## src/verilog/imdc_regs.svh

```systemverilog
// Register offsets, field positions, reset values and timing counts
// for the interrupt-mask and deferral-control register bank.
// Assumes a 32-bit classic Wishbone slave with byte addresses.
`ifndef IMDC_REGS_SVH
`define IMDC_REGS_SVH

// ------------------------------------------------------------
// Register byte offsets
// ------------------------------------------------------------
`define IMDC_ADDR_W        8
`define IMDC_OFS_MASKCTL   8'h00
`define IMDC_OFS_CTRL      8'h04
`define IMDC_OFS_STATUS    8'h08

// ------------------------------------------------------------
// Mask and deferral-control word fields
// ------------------------------------------------------------
`define IMDC_MDW_W         16
`define IMDC_MDW_RST       16'h0000
`define IMDC_MDW_WMASK     16'h1F7F
`define IMDC_MASK_HI       12
`define IMDC_MASK_LO       8
`define IMDC_M_MISS        12
`define IMDC_M_MEM         11
`define IMDC_M_RX          10
`define IMDC_M_TX          9
`define IMDC_M_INIT        8
`define IMDC_UF_NOSTOP     6
`define IMDC_LOOKAHD       5
`define IMDC_NO2PART       4
`define IMDC_MODBO         3
`define IMDC_SWAP          2
`define IMDC_RES_HI        1

// ------------------------------------------------------------
// Event flag vector positions (same order as the masks)
// ------------------------------------------------------------
`define IMDC_EV_W          5
`define IMDC_EV_MISS       4
`define IMDC_EV_MEM        3
`define IMDC_EV_RX         2
`define IMDC_EV_TX         1
`define IMDC_EV_INIT       0

// ------------------------------------------------------------
// Control and status word fields
// ------------------------------------------------------------
`define IMDC_CTRL_GIE      0
`define IMDC_ST_EV_LO      0
`define IMDC_ST_EV_HI      4
`define IMDC_ST_SUMMARY    5
`define IMDC_ST_INTOUT     6
`define IMDC_ST_HOLD       7
`define IMDC_ST_POLL       8

// ------------------------------------------------------------
// Timing
// ------------------------------------------------------------
`define IMDC_CLK_MHZ       40
`define IMDC_POLL_NS       1000
`define IMDC_POLL_CYC      (`IMDC_POLL_NS * `IMDC_CLK_MHZ / 1000)

`endif

```

## src/verilog/imdc_pkg.sv

```systemverilog
// Types for the interrupt-mask and deferral-control register bank.
// Assumes imdc_regs.svh supplies widths used by the state record.
`default_nettype none
`include "imdc_regs.svh"

package imdc_pkg;

    // Receive look-ahead ring scan states, one-hot
    typedef enum logic [4:0] {
        IMDC_SC_IDLE  = 5'h01,
        IMDC_SC_READ  = 5'h02,
        IMDC_SC_CLEAR = 5'h04,
        IMDC_SC_POLL  = 5'h08,
        IMDC_SC_HOLD  = 5'h10
    } imdc_scan_t;

    // Whole state of the block
    typedef struct packed {
        logic [`IMDC_MDW_W-1:0]  mdw;
        logic                    ienable;
        logic                    ack;
        logic [31:0]             rdata;
        imdc_scan_t              scan;
        logic [7:0]              pollCnt;
        logic                    advance;
        logic [31:0]             fifoOut;
        logic                    txOnClr;
        logic                    txRescan;
        logic                    rxEvent;
        logic                    summary;
        logic                    intOut;
    } imdc_state_t;

endpackage

`default_nettype wire

```

## src/verilog/imdc_mask_ctrl.sv

```systemverilog
// Interrupt-mask and deferral-control register bank with Wishbone slave,
// summary interrupt gating, underflow handling, look-ahead receive ring
// scan and FIFO byte-lane swap.
// Assumes all inputs come from logic on clk; descriptor memory and the
// MAC answer the request/ack pairs below.
//
// Behaviour
// RQ1: Missed-frame mask bit 12 blocks missed-frame flag from summary.
// RQ2: Memory-error mask bit 11 blocks memory-error flag from summary.
// RQ3: Receive mask bit 10 blocks receive flag from summary.
// RQ4: Transmit mask bit 9 blocks transmit flag from summary.
// RQ5: Init-done mask bit 8 blocks init-done flag from summary.
// RQ6: Fields clear on hard or soft reset, always accessible, kept on stop.
// RQ7: Underflow with bit 6 clear turns transmitter off.
// RQ8: Underflow with bit 6 set rescans ring for next frame start.
// RQ9: Look-ahead raises receive event after first and last descriptors.
// RQ10: Look-ahead starts packets only at start-of-packet descriptors.
// RQ11: Scan past ownership, clearing own bit on device-owned non-start.
// RQ12: Host-owned start descriptor stops scan and is polled periodically.
// RQ13: Device-owned start descriptor stops scan, kept, awaits next frame.
// RQ14: Bit 4 selects single-part deferral instead of two-part.
// RQ15: Modified back-off enable selects modified back-off algorithm.
// RQ16: Big-endian maps lane 31:24 to byte 0; little-endian to byte 3.
// RQ17: Swap applies only to FIFO data, never other transfers.
// RQ18: Host should keep byte swap zero on little-endian buses.
// RQ19: Reserved bits 1-0 store and read back written value.
// RQ20: Reserved bits 15-13 and 7 read as zero.
// RQ21: Interrupt output active only with global enable and summary set.
//
// Added by the designer: the register addresses and the Wishbone interface to the registers.
`timescale 1ns/10ps
`default_nettype none
`include "imdc_regs.svh"

module imdc_mask_ctrl
    import imdc_pkg::*;
(
    input  wire logic        clk,
    input  wire logic        srst,
    input  wire logic        swReset,
    // Wishbone slave
    input  wire logic        wb_cyc_i,
    input  wire logic        wb_stb_i,
    input  wire logic        wb_we_i,
    input  wire logic [7:0]  wb_adr_i,
    input  wire logic [3:0]  wb_sel_i,
    input  wire logic [31:0] wb_dat_i,
    output logic      [31:0] wb_dat_o,
    output logic             wb_ack_o,
    // Interrupt gating
    input  wire logic [4:0]  eventFlags,
    output logic             summaryInterrupt,
    output logic             interruptOut,
    // MAC controls
    output logic             twoPartDeferralDisable,
    output logic             modifiedBackoffEnable,
    input  wire logic        txUnderflow,
    output logic             txOnClear,
    output logic             txRingRescan,
    // Receive look-ahead
    input  wire logic        rxFirstDone,
    input  wire logic        rxLastDone,
    input  wire logic        rxFrameStart,
    output logic             rxEventOut,
    output logic             descRdReq,
    input  wire logic        descRdAck,
    input  wire logic        descOwn,
    input  wire logic        descStart,
    output logic             descClrReq,
    input  wire logic        descClrAck,
    output logic             descAdvance,
    output logic             rxHold,
    // FIFO data path
    input  wire logic        xferIsFifo,
    input  wire logic [31:0] busData,
    output logic      [31:0] fifoData
);

    // ------------------------------------------------------------
    // Helpers
    // ------------------------------------------------------------

    // Merges write data into a word by byte enables
    function automatic logic [31:0] laneMerge(
        input logic [31:0] oldVal,
        input logic [31:0] newVal,
        input logic [3:0]  sel
    );
        logic [31:0] res;
        res = oldVal;
        for (int i = 0; i < 4; i++)
        begin
            if (sel[i])
            begin
                res[i*8 +: 8] = newVal[i*8 +: 8];
            end
        end
        return res;
    endfunction

    // Summary term: any flag not masked
    function automatic logic unmasked(
        input logic [`IMDC_EV_W-1:0]   flags,
        input logic [`IMDC_MDW_W-1:0]  csr
    );
        return |(flags & ~csr[`IMDC_MASK_HI:`IMDC_MASK_LO]);
    endfunction

    localparam logic [7:0] POLL_CYC = 8'(`IMDC_POLL_CYC);

    imdc_state_t s_q;
    imdc_state_t s_d;
    logic [31:0] swapped;
    logic [31:0] wordOld;
    logic [31:0] wordNew;

    // ------------------------------------------------------------
    // Byte-lane swap
    // ------------------------------------------------------------

    // RQ16: lane reversal
    genvar g;
    generate
        for (g = 0; g < 4; g++)
        begin : gLane
            assign swapped[g*8 +: 8] = busData[(3-g)*8 +: 8];
        end
    endgenerate

    // ------------------------------------------------------------
    // Next-state logic
    // ------------------------------------------------------------

    // Register file, gating, scan machine and data path
    always_comb
    begin
        s_d         = s_q;
        s_d.advance = 1'b0;
        wordOld     = {16'h0000, s_q.mdw};
        wordNew     = laneMerge(wordOld, wb_dat_i, wb_sel_i);

        // Bus: ack one cycle after request, write at the ack edge
        s_d.ack = wb_cyc_i && wb_stb_i && !s_q.ack;
        if (wb_cyc_i && wb_stb_i && !s_q.ack)
        begin
            unique case (wb_adr_i)
                `IMDC_OFS_MASKCTL:
                    s_d.rdata = {16'h0000, s_q.mdw};
                `IMDC_OFS_CTRL:
                    s_d.rdata = {31'h0000_0000, s_q.ienable};
                `IMDC_OFS_STATUS:
                    s_d.rdata = {23'h00_0000,
                                 s_q.scan == IMDC_SC_POLL,
                                 s_q.scan == IMDC_SC_HOLD,
                                 s_q.intOut, s_q.summary, eventFlags};
                default:
                    s_d.rdata = 32'h0000_0000;
            endcase
        end
        if (s_q.ack && wb_cyc_i && wb_stb_i && wb_we_i)
        begin
            // RQ19: reserved low bits kept; RQ20: others forced zero
            if (wb_adr_i == `IMDC_OFS_MASKCTL)
            begin
                s_d.mdw = wordNew[`IMDC_MDW_W-1:0] & `IMDC_MDW_WMASK;
            end
            if (wb_adr_i == `IMDC_OFS_CTRL && wb_sel_i[0])
            begin
                s_d.ienable = wb_dat_i[`IMDC_CTRL_GIE];
            end
        end

        // RQ1 RQ2 RQ3 RQ4 RQ5: masked flags kept out of summary
        s_d.summary = unmasked(eventFlags, s_q.mdw);
        // RQ21: output needs enable and summary
        s_d.intOut  = s_q.ienable && unmasked(eventFlags, s_q.mdw);

        // RQ7: stop transmitter on underflow
        s_d.txOnClr  = txUnderflow && !s_q.mdw[`IMDC_UF_NOSTOP];
        // RQ8: recover by rescanning for frame start
        s_d.txRescan = txUnderflow && s_q.mdw[`IMDC_UF_NOSTOP];

        // RQ9: extra event after first descriptor in look-ahead
        s_d.rxEvent = rxLastDone
                      || (rxFirstDone && s_q.mdw[`IMDC_LOOKAHD]);

        // RQ17: swap only FIFO data in big-endian mode
        if (xferIsFifo && s_q.mdw[`IMDC_SWAP])
        begin
            s_d.fifoOut = swapped;
        end
        else
        begin
            s_d.fifoOut = busData;
        end

        // RQ10: look-ahead ring scan for next start-of-packet
        unique case (s_q.scan)
            IMDC_SC_IDLE:
            begin
                if (rxLastDone && s_q.mdw[`IMDC_LOOKAHD])
                begin
                    s_d.advance = 1'b1;
                    s_d.scan    = IMDC_SC_READ;
                end
            end
            IMDC_SC_READ:
            begin
                if (descRdAck)
                begin
                    if (!descStart && descOwn)
                    begin
                        s_d.scan = IMDC_SC_CLEAR;
                    end
                    else if (!descStart)
                    begin
                        // RQ11: host-owned entry skipped untouched
                        s_d.advance = 1'b1;
                    end
                    else if (descOwn)
                    begin
                        // RQ13: keep descriptor, wait for frame
                        s_d.scan = IMDC_SC_HOLD;
                    end
                    else
                    begin
                        // RQ12: host-owned start, poll it
                        s_d.scan    = IMDC_SC_POLL;
                        s_d.pollCnt = POLL_CYC;
                    end
                end
            end
            IMDC_SC_CLEAR:
            begin
                // RQ11: own bit cleared, then move on
                if (descClrAck)
                begin
                    s_d.advance = 1'b1;
                    s_d.scan    = IMDC_SC_READ;
                end
            end
            IMDC_SC_POLL:
            begin
                if (s_q.pollCnt == 8'h00)
                begin
                    s_d.scan = IMDC_SC_READ;
                end
                else
                begin
                    s_d.pollCnt = s_q.pollCnt - 8'h01;
                end
            end
            IMDC_SC_HOLD:
            begin
                if (rxFrameStart)
                begin
                    s_d.scan = IMDC_SC_IDLE;
                end
            end
            default:
                s_d.scan = IMDC_SC_IDLE;
        endcase

        // RQ6: soft reset clears everything; stop has no input here
        if (swReset)
        begin
            s_d         = '0;
            s_d.mdw     = `IMDC_MDW_RST;
            s_d.scan    = IMDC_SC_IDLE;
        end
    end

    // ------------------------------------------------------------
    // State register
    // ------------------------------------------------------------

    // RQ6: hardware reset clears all fields
    always_ff @(posedge clk)
    begin
        if (srst)
        begin
            s_q      <= '0;
            s_q.mdw  <= `IMDC_MDW_RST;
            s_q.scan <= IMDC_SC_IDLE;
        end
        else
        begin
            s_q <= s_d;
        end
    end

    // ------------------------------------------------------------
    // Outputs
    // ------------------------------------------------------------

    // Registered data and handshakes; requests decoded from scan state
    assign wb_dat_o               = s_q.rdata;
    assign wb_ack_o               = s_q.ack;
    assign summaryInterrupt       = s_q.summary;
    assign interruptOut           = s_q.intOut;
    // RQ14: deferral mode select
    assign twoPartDeferralDisable = s_q.mdw[`IMDC_NO2PART];
    // RQ15: back-off mode select
    assign modifiedBackoffEnable  = s_q.mdw[`IMDC_MODBO];
    assign txOnClear              = s_q.txOnClr;
    assign txRingRescan           = s_q.txRescan;
    assign rxEventOut             = s_q.rxEvent;
    assign descRdReq              = s_q.scan == IMDC_SC_READ;
    assign descClrReq             = s_q.scan == IMDC_SC_CLEAR;
    assign descAdvance            = s_q.advance;
    assign rxHold                 = s_q.scan == IMDC_SC_HOLD;
    assign fifoData               = s_q.fifoOut;
endmodule

`default_nettype wire

```

## config.mk

```make
export PLATFORM = sky130hd
export DESIGN_NAME = imdc_mask_ctrl
export DESIGN_NICKNAME = d
export VERILOG_FILES = /design/src/verilog/imdc_pkg.sv /design/src/verilog/imdc_mask_ctrl.sv
export VERILOG_INCLUDE_DIRS = /design/src /design/src/verilog
export SDC_FILE = /design/constraint.sdc
export NUM_CORES = 1
export LEC_CHECK = 0
export ABC_AREA = 1
export BUFFER_PORTS_ARGS = -buffer_cell sky130_fd_sc_hd__buf_2
export CAP_MARGIN = 20
export CORE_MARGIN = 3
export CORE_UTILIZATION = 51
export CTS_CLUSTER_DIAMETER = 150
export DETAILED_ROUTE_END_ITERATION = 8
export GPL_TIMING_DRIVEN = 0
export PLACE_DENSITY = 0.95
export SLEW_MARGIN = 10
export SYNTH_ARGS = -nofsm -noshare
export SYNTH_HDL_FRONTEND = slang
export SYNTH_SLANG_ARGS = --single-unit
```

## constraint.sdc

```tcl
create_clock -name clk -period 3.1 [get_ports clk]
set_clock_uncertainty 0.1 [all_clocks]
set_input_delay 0.465 -clock clk [delete_from_list [all_inputs] [get_ports clk]]
set_output_delay 0.465 -clock clk [all_outputs]
set_load 0.02 [all_outputs]
```

==> impl_metrics.yaml, run 1 <==
outcome:
  result_of_the_run: "finished clean"
power:
  power.density_nw_per_um2: 404
  power.leakage_uw: 0.00251
  power_switching_share_pct: 25.8
  power.clock.fraction_pct: 35.8
  internal-power_uw: 1460
  max_rail_drop_vdd_uv: 186
  power.switching_uw: 507
  pwr-share-seq_pct: 52.3
  combPwrFrac_pct: 11.9
cts:
  clock_tree_from_tritoncts: "done"
  clk_pin_slew_worst_paths_ps: 80
  clock-sinks: 78
  cts_hold_repair.buffers: 0
  cts_buffers: 9
  htreeDepth: 3
  clock_insertion_delay_worst_skew_ps: 350
  root_buffer: "clkbuf_8"
  post_cts_resize_count: 0
  cts_max_path_buffers: 2
  cts_post_setup_buffers_inserted: 0
yosys:
  synth_cell_types: 34
  synthesis.instances: 536
  ys_async_sr_fraction_pct: 0
  synth.area.top_cells: "dfxtp_1 (41%), buf_4 (13%), nor2_1 (10%), nand2_1 (8.9%), o21ai_0 (6.5%)"
  synth-edff-count: 0
  synth_seq_area_share_pct: 40.7
  yosys_most_used_dff: "dfxtp_1"
  synthDominantAreaCellType: "dfxtp_1"
  postSynthAreaPerCell_sq_um: 7.17
  synth_warnings: 0
  synth_area_sq_um: 3840
  postSynthRegisterBits: 78
  fraction_of_post_synthesis_cell_area_in_the_top_cell_type_by_area_pct: 40.7
layout:
  layout-area-overhead-vs-synth_pct: 26.7
  fill_cells: 648
  final_nets: 793
  layout_commonest_cell: "buf_2"
  final_layout_size_suffix_gt1_share_pct: 33.6
  final-instance-count-excl-fill: 799
  insertedDiodeCount: 0
  most-common-layout-cells: "buf_2 (131), nor2_1 (107), nand2_1 (91), dfxtp_1 (78), buf_4 (65)"
placement:
  place.detailed.instances: 783
  numPortBuffers: 130
  detailed_place_hpwl_um: 7480
  routability_driven_placement_congestion_ratio: 0.994
sta:
  timing_max_transition_violations_final: 0
  fmax_mhz: 510
  tns_ps: 0
  min_period_over_period_pct: 63.2
  hold_violations: 0
  max_slew_margin_pct: 54.1
  period_minus_slack_ps: 1960
  report.final.setup_viol: 0
  rsz0062_at_grt: "no"
  tightestPinTransition_ps: 686
  finalHoldWorstSlack_ps: 244
drt:
  wl_per_cell_um: 12.1
  drt_iter0_drc: 172
  number_of_detailed_route_iterations_in_the_first_pass: 4
  ant_nets: 0
  drc: 0
  route.detailed.vias_per_inst: 4.73
  routed-via-count: 3780
  detail_route.wirelength_um: 9690
hold_path:
  hold_class: "in2reg"
  whs_path_depth: 3
  min_from: "wb_dat_i[3]"
setup_path:
  crit-reg2reg-launch: "s_q[42]$_SDFFE_PP0P_"
  startpoint: "s_q[46]$_SDFFE_PP1P_"
  r2r_cells: 10
  path_class: "reg2out"
  delay_of_the_slowest_cell_on_the_worst_path_ps: 370
  critical_path_required_ps: 2530
  critical_path.endpoint_type: "output pin"
  cp_slowest_cell: "dfxtp_1"
  cp.arrival_ps: 1400
  critPathMaxFanout: 5
  cp-start-kind: "flip-flop"
  critical_path.cell_chain: "nor2_4 -> nand2_1 -> nor2_2 -> buf_2"
floorplanning:
  fp-row-count: 31
  die_wd_um: 92.8
  design.die.area_sq_um: 8610
  initial_utilization_pct: 52.7
  io_pins: 172
  die_height_um: 92.8
  std_cell_core_area_sq_um: 7290
grt:
  grt.total_usage_pct: 22.2
  grt.overflow.total: 0
  grt_first_pass_wirelength_um: 15300
  grt_pass1_vias: 3455
  antenna_found_initial: 0
  grt_start_max_net_pins: 14
job:
  max_cap_violations: 0
[power groups by stage]
stage	clock, uW	combinational, uW	sequential [uW]
after CTS	719	233	1030
after global placement	0	227	1050
after detailed placement	0	232	1050
after global routing	767	257	1030
final	704	234	1030
after floorplan	0	141	1050
[kinds of logic after synthesis]
kind of cell / count (synthesis) / share of synthesized area, %
compound gates: 85 / 11.8
xor+xnor: 3 / 0.684
fa+ha+maj: 2 / 0.651
buf+inv: 123 / 18.6
flops: 78 / 40.7
other cells: 1 / 0.0976
simple gates: 244 / 27.6
[worst max-delay path: cells and delay by family (launching register included)]
kind | cells | cell delay [ps]
AND/OR/NAND/NOR | 3 | 480
flip-flops | 1 | 370
buffers and inverters | 1 | 200
[metal layers]
metal	vias to the layer above	global-route usage (%)	wire length (um)
li1	1941	-	-
met1	1669	27.3	3980
met2	154	37.1	4810
met3	16	4.55	656
met4	0	10.6	240
met5	-	0	0
[area by class of cell]
cell class	count	area, sq um	area share (%)
Inverter	42	158	3.24
Clock buffer	11	151	3.11
Multi-Input combinational cell	353	1630	33.5
Tap cell	99	124	2.54
Buffer	81	557	11.4
Timing Repair Buffer	130	651	13.4
Clock inverter	5	32.5	0.668
Sequential cell	78	1560	32.1
[sequential cells by signal (all words and copies together) (netlist names)]
signal / count
descAdvance: 1
interruptOut: 1
wb_dat_o: 13
wb_ack_o: 1
fifoData: 32
summaryInterrupt: 1
modifiedBackoffEnable: 1
rxEventOut: 1
txRingRescan: 1
s_q: 24
twoPartDeferralDisable: 1
txOnClear: 1
[synth_stat cells (4+ instances only)]
cell      number
nor2_1       107
nand2_1       91
dfxtp_1       78
buf_4         65
o21ai_0       50
inv_1         39
a21oi_1       25
nand3_1       16
clkbuf_1      14
nand4_1        7
nor2_4         5
nor2_2         4
nor3_1         4
[path summary, 6_finish.rpt]
path | to | slack, ps
max | rxHold | 1140
min | modifiedBackoffEnable$_SDFFE_PP0P_ | 240
max reg2reg | s_q[47]$_SDFFE_PP0P_ | 1530
min reg2reg | txOnClear$_SDFF_PP0_ | 330
[per-stage QoR]
stage	cell area, sq um	power (uW)	util, %	setup slack [ps]
final	4870	1970	66.7	1140
after floorplan	3910	1190	-	1590
after global routing	4870	2050	66.7	1020
after CTS	4870	1980	66.7	1110
after detailed placement	4680	1280	64.2	998
after global placement	4680	1280	64.2	1010
(Power assumes the default switching activity.)
==> inputs of run 2 (changes only) <==
ABC_AREA = 0   (was 1)
CORE_UTILIZATION = 47   (was 51)
PLACE_DENSITY = 0.9   (was 0.95)
clock period = 1.9 ns   (was 3.1 ns; I/O delays follow)
==> run 2 against run 1 <==
- final cell count is 12% lower
- clock-buffer cell count is 1 lower
- clock power is 110% higher
- synthesized area is 1.8% lower
- sequential power is 62% higher
- via count is 6.2% lower
- total power is 81% higher
- cell area is 1.3% higher
- highest routed layer unchanged
==> impl_metrics.yaml, run 2 <==
outcome:
  result_of_the_run: "finished clean"
sta:
  max_slew_margin_pct: 49.5
  finalHoldWorstSlack_ps: 61.7
  period_minus_slack_ps: 1870
  min_period_over_period_pct: 98.4
  tightestPinTransition_ps: 755
  fmax_mhz: 535
  report.final.setup_viol: 0
  hold_violations: 0
  rsz0062_at_grt: "yes"
  timing_max_transition_violations_final: 0
hold_path:
  hold_class: "in2reg"
setup_path:
  delay_of_the_slowest_cell_on_the_worst_path_ps: 570
  critPathCapture: "s_q[48]$_SDFFE_PP0P_"
  path_class: "reg2reg"
  startpoint: "s_q[40]$_SDFFE_PP0P_"
  cp-start-kind: "flip-flop"
  critical_path.endpoint_type: "flip-flop"
  cp_slowest_cell: "or4_4"
  timing.reg2reg.setup_slack_ps: 30
  critical_path_required_ps: 2040
  crit-reg2reg-launch: "s_q[40]$_SDFFE_PP0P_"
  cp.arrival_ps: 2010
  critical_path.reg2reg.endpoint: "s_q[48]$_SDFFE_PP0P_"
  critical_path.cell_chain: "or4_4 -> o211ai_1 -> nand4_1 -> a31o_1"
  r2r_cells: 4
  critPathMaxFanout: 5
grt:
  grt_first_pass_wirelength_um: 15400
  grt_start_max_net_pins: 14
  grt.overflow.total: 0
  antenna_found_initial: 0
  grt_pass1_vias: 3345
  grt.total_usage_pct: 21.5
floorplanning:
  design.die.area_sq_um: 9130
  die_height_um: 95.6
  die_wd_um: 95.6
  initial_utilization_pct: 48.6
  fp-row-count: 32
  io_pins: 172
  std_cell_core_area_sq_um: 7770
yosys:
  postSynthRegisterBits: 78
  ys_async_sr_fraction_pct: 0
  synth-edff-count: 0
  synth.most_common_cell: "dfxtp_1"
  fraction_of_post_synthesis_cell_area_in_the_top_cell_type_by_area_pct: 41.4
  synth_area_sq_um: 3770
  synthDominantAreaCellType: "dfxtp_1"
  synth_seq_area_share_pct: 41.4
  synth.area.top_cells: "dfxtp_1 (41%), buf_4 (13%), nand2_1 (7.2%), a21oi_1 (5.0%), mux2i_1 (4.5%)"
  synth_cell_types: 51
  synth_warnings: 0
  postSynthAreaPerCell_sq_um: 8.49
  yosys_most_used_dff: "dfxtp_1"
  synth_common_cells: "dfxtp_1 (78), nand2_1 (72), buf_4 (64), a21oi_1 (38), nor2_1 (38)"
  synthesis.instances: 444
placement:
  routability_driven_placement_congestion_ratio: 0.859
  detailed_place_hpwl_um: 7540
  numPortBuffers: 130
  dpl-instance-area_sq_um: 4620
cts:
  clock_tree_from_tritoncts: "done"
  cts_buffers: 9
  clock_insertion_delay_worst_skew_ps: 350
  cts_max_path_buffers: 2
  clock-sinks: 78
  htreeDepth: 3
  root_buffer: "clkbuf_8"
  clk_pin_slew_worst_paths_ps: 80
  cts_hold_repair.buffers: 0
power:
  max_rail_drop_vdd_uv: 398
  power.leakage_uw: 0.00239
  power.density_nw_per_um2: 722
  finalPower_uw: 3560
drt:
  drc: 0
  route.detailed.vias_per_inst: 5.01
  wl_per_cell_um: 14.1
  number_of_detailed_route_iterations_in_the_first_pass: 5
  routed-via-count: 3544
  drt_iter0_drc: 184
  ant_nets: 0
  detail_route.wirelength_um: 9980
layout:
  multi_input_comb_area_sq_um: 1710
  layout_commonest_cell: "buf_2"
  most-common-layout-cells: "buf_2 (130), nand2_1 (72), dfxtp_1 (71), buf_4 (66), a21oi_1 (38)"
  layout-area-overhead-vs-synth_pct: 30.8
  fill_cells: 680
  final_layout_size_suffix_gt1_share_pct: 40.8
  final_area_sq_um: 4930
  final_nets: 698
  post-route-util_pct: 63.5
  largest_reg_flops: 32
  register_area_sq_um: 1570
  insertedDiodeCount: 0
job:
  max_cap_violations: 0
## run 2: critical path, delay by kind of cell (launching register included)
family,cells,cell delay [ps]
flip-flops,1,360
AO/OA/AOI/OAI,2,510
AND/OR/NAND/NOR,2,800
## run 2: logic make-up after synthesis
kind of cell / count (synthesis) / share of synthesized area (%)
multiplexers: 23 / 6.30
adder cells (fa/ha/maj): 2 / 0.663
buffers and inverters: 97 / 16.4
AO/OA/AOI/OAI: 75 / 12.4
flip-flops: 78 / 41.4
XOR/XNOR: 4 / 0.929
other: 1 / 0.0994
AND/OR/NAND/NOR: 164 / 21.7
## run 2: layout make-up
type	count	area share, %
buffer	84	11.6
tap	102	2.59
sequential	78	31.9
inverter	8	0.609
multi-input combinational	287	34.8
timing repair buffer	132	13.5
clock inverter	6	2.21
clock buffer	10	2.79
## run 2: stage by stage
step	cells	TNS, ps	setup slack [ps]
floorplan	462	0	4.48
global placement	694	-2700	-212
detailed placement	694	-3440	-244
CTS	706	0	8.43
global route	707	-94.2	-30.1
finish	707	0	31.0
## run 2: report_power, final
group          leakage, uW  total, uW  internal (uW)  switching [uW]
clock network     0.000126       1510            906             605
logic              0.00163        378            167             211
registers         0.000637       1670           1660            8.48
## run 2: worst min-delay path by stage
stage | startpoint | end | slack [ps] | cells past startpoint
after global routing | txUnderflow | txOnClear$_SDFF_PP0_ | 70 | 3
after floorplan | txUnderflow | txOnClear$_SDFF_PP0_ | 300 | 2
final | txUnderflow | txOnClear$_SDFF_PP0_ | 60 | 3
after global placement | s_q[91]$_SDFFE_PP0P_ | txOnClear$_SDFF_PP0_ | 360 | 1
after detailed placement | s_q[91]$_SDFFE_PP0P_ | txOnClear$_SDFF_PP0_ | 370 | 1
after CTS | txUnderflow | txOnClear$_SDFF_PP0_ | 50 | 3
## run 2: timing repair
action / 4_1_cts / 5_1_grt
pin swaps: 4 / 4
resized for setup: 11 / 14
setup endpoints to repair: 16 / 20
buffers inserted: 1 / 1
## run 2: routing by layer
metal | vias to the layer above | global-route usage [%] | part of all wire, %
met1 | 1626 | 25.2 | 40
li1 | 1739 | - | -
met2 | 160 | 37.5 | 50
met3 | 19 | 4.18 | 7.8
met5 | - | 0 | 0
met4 | 0 | 9.95 | 2.2
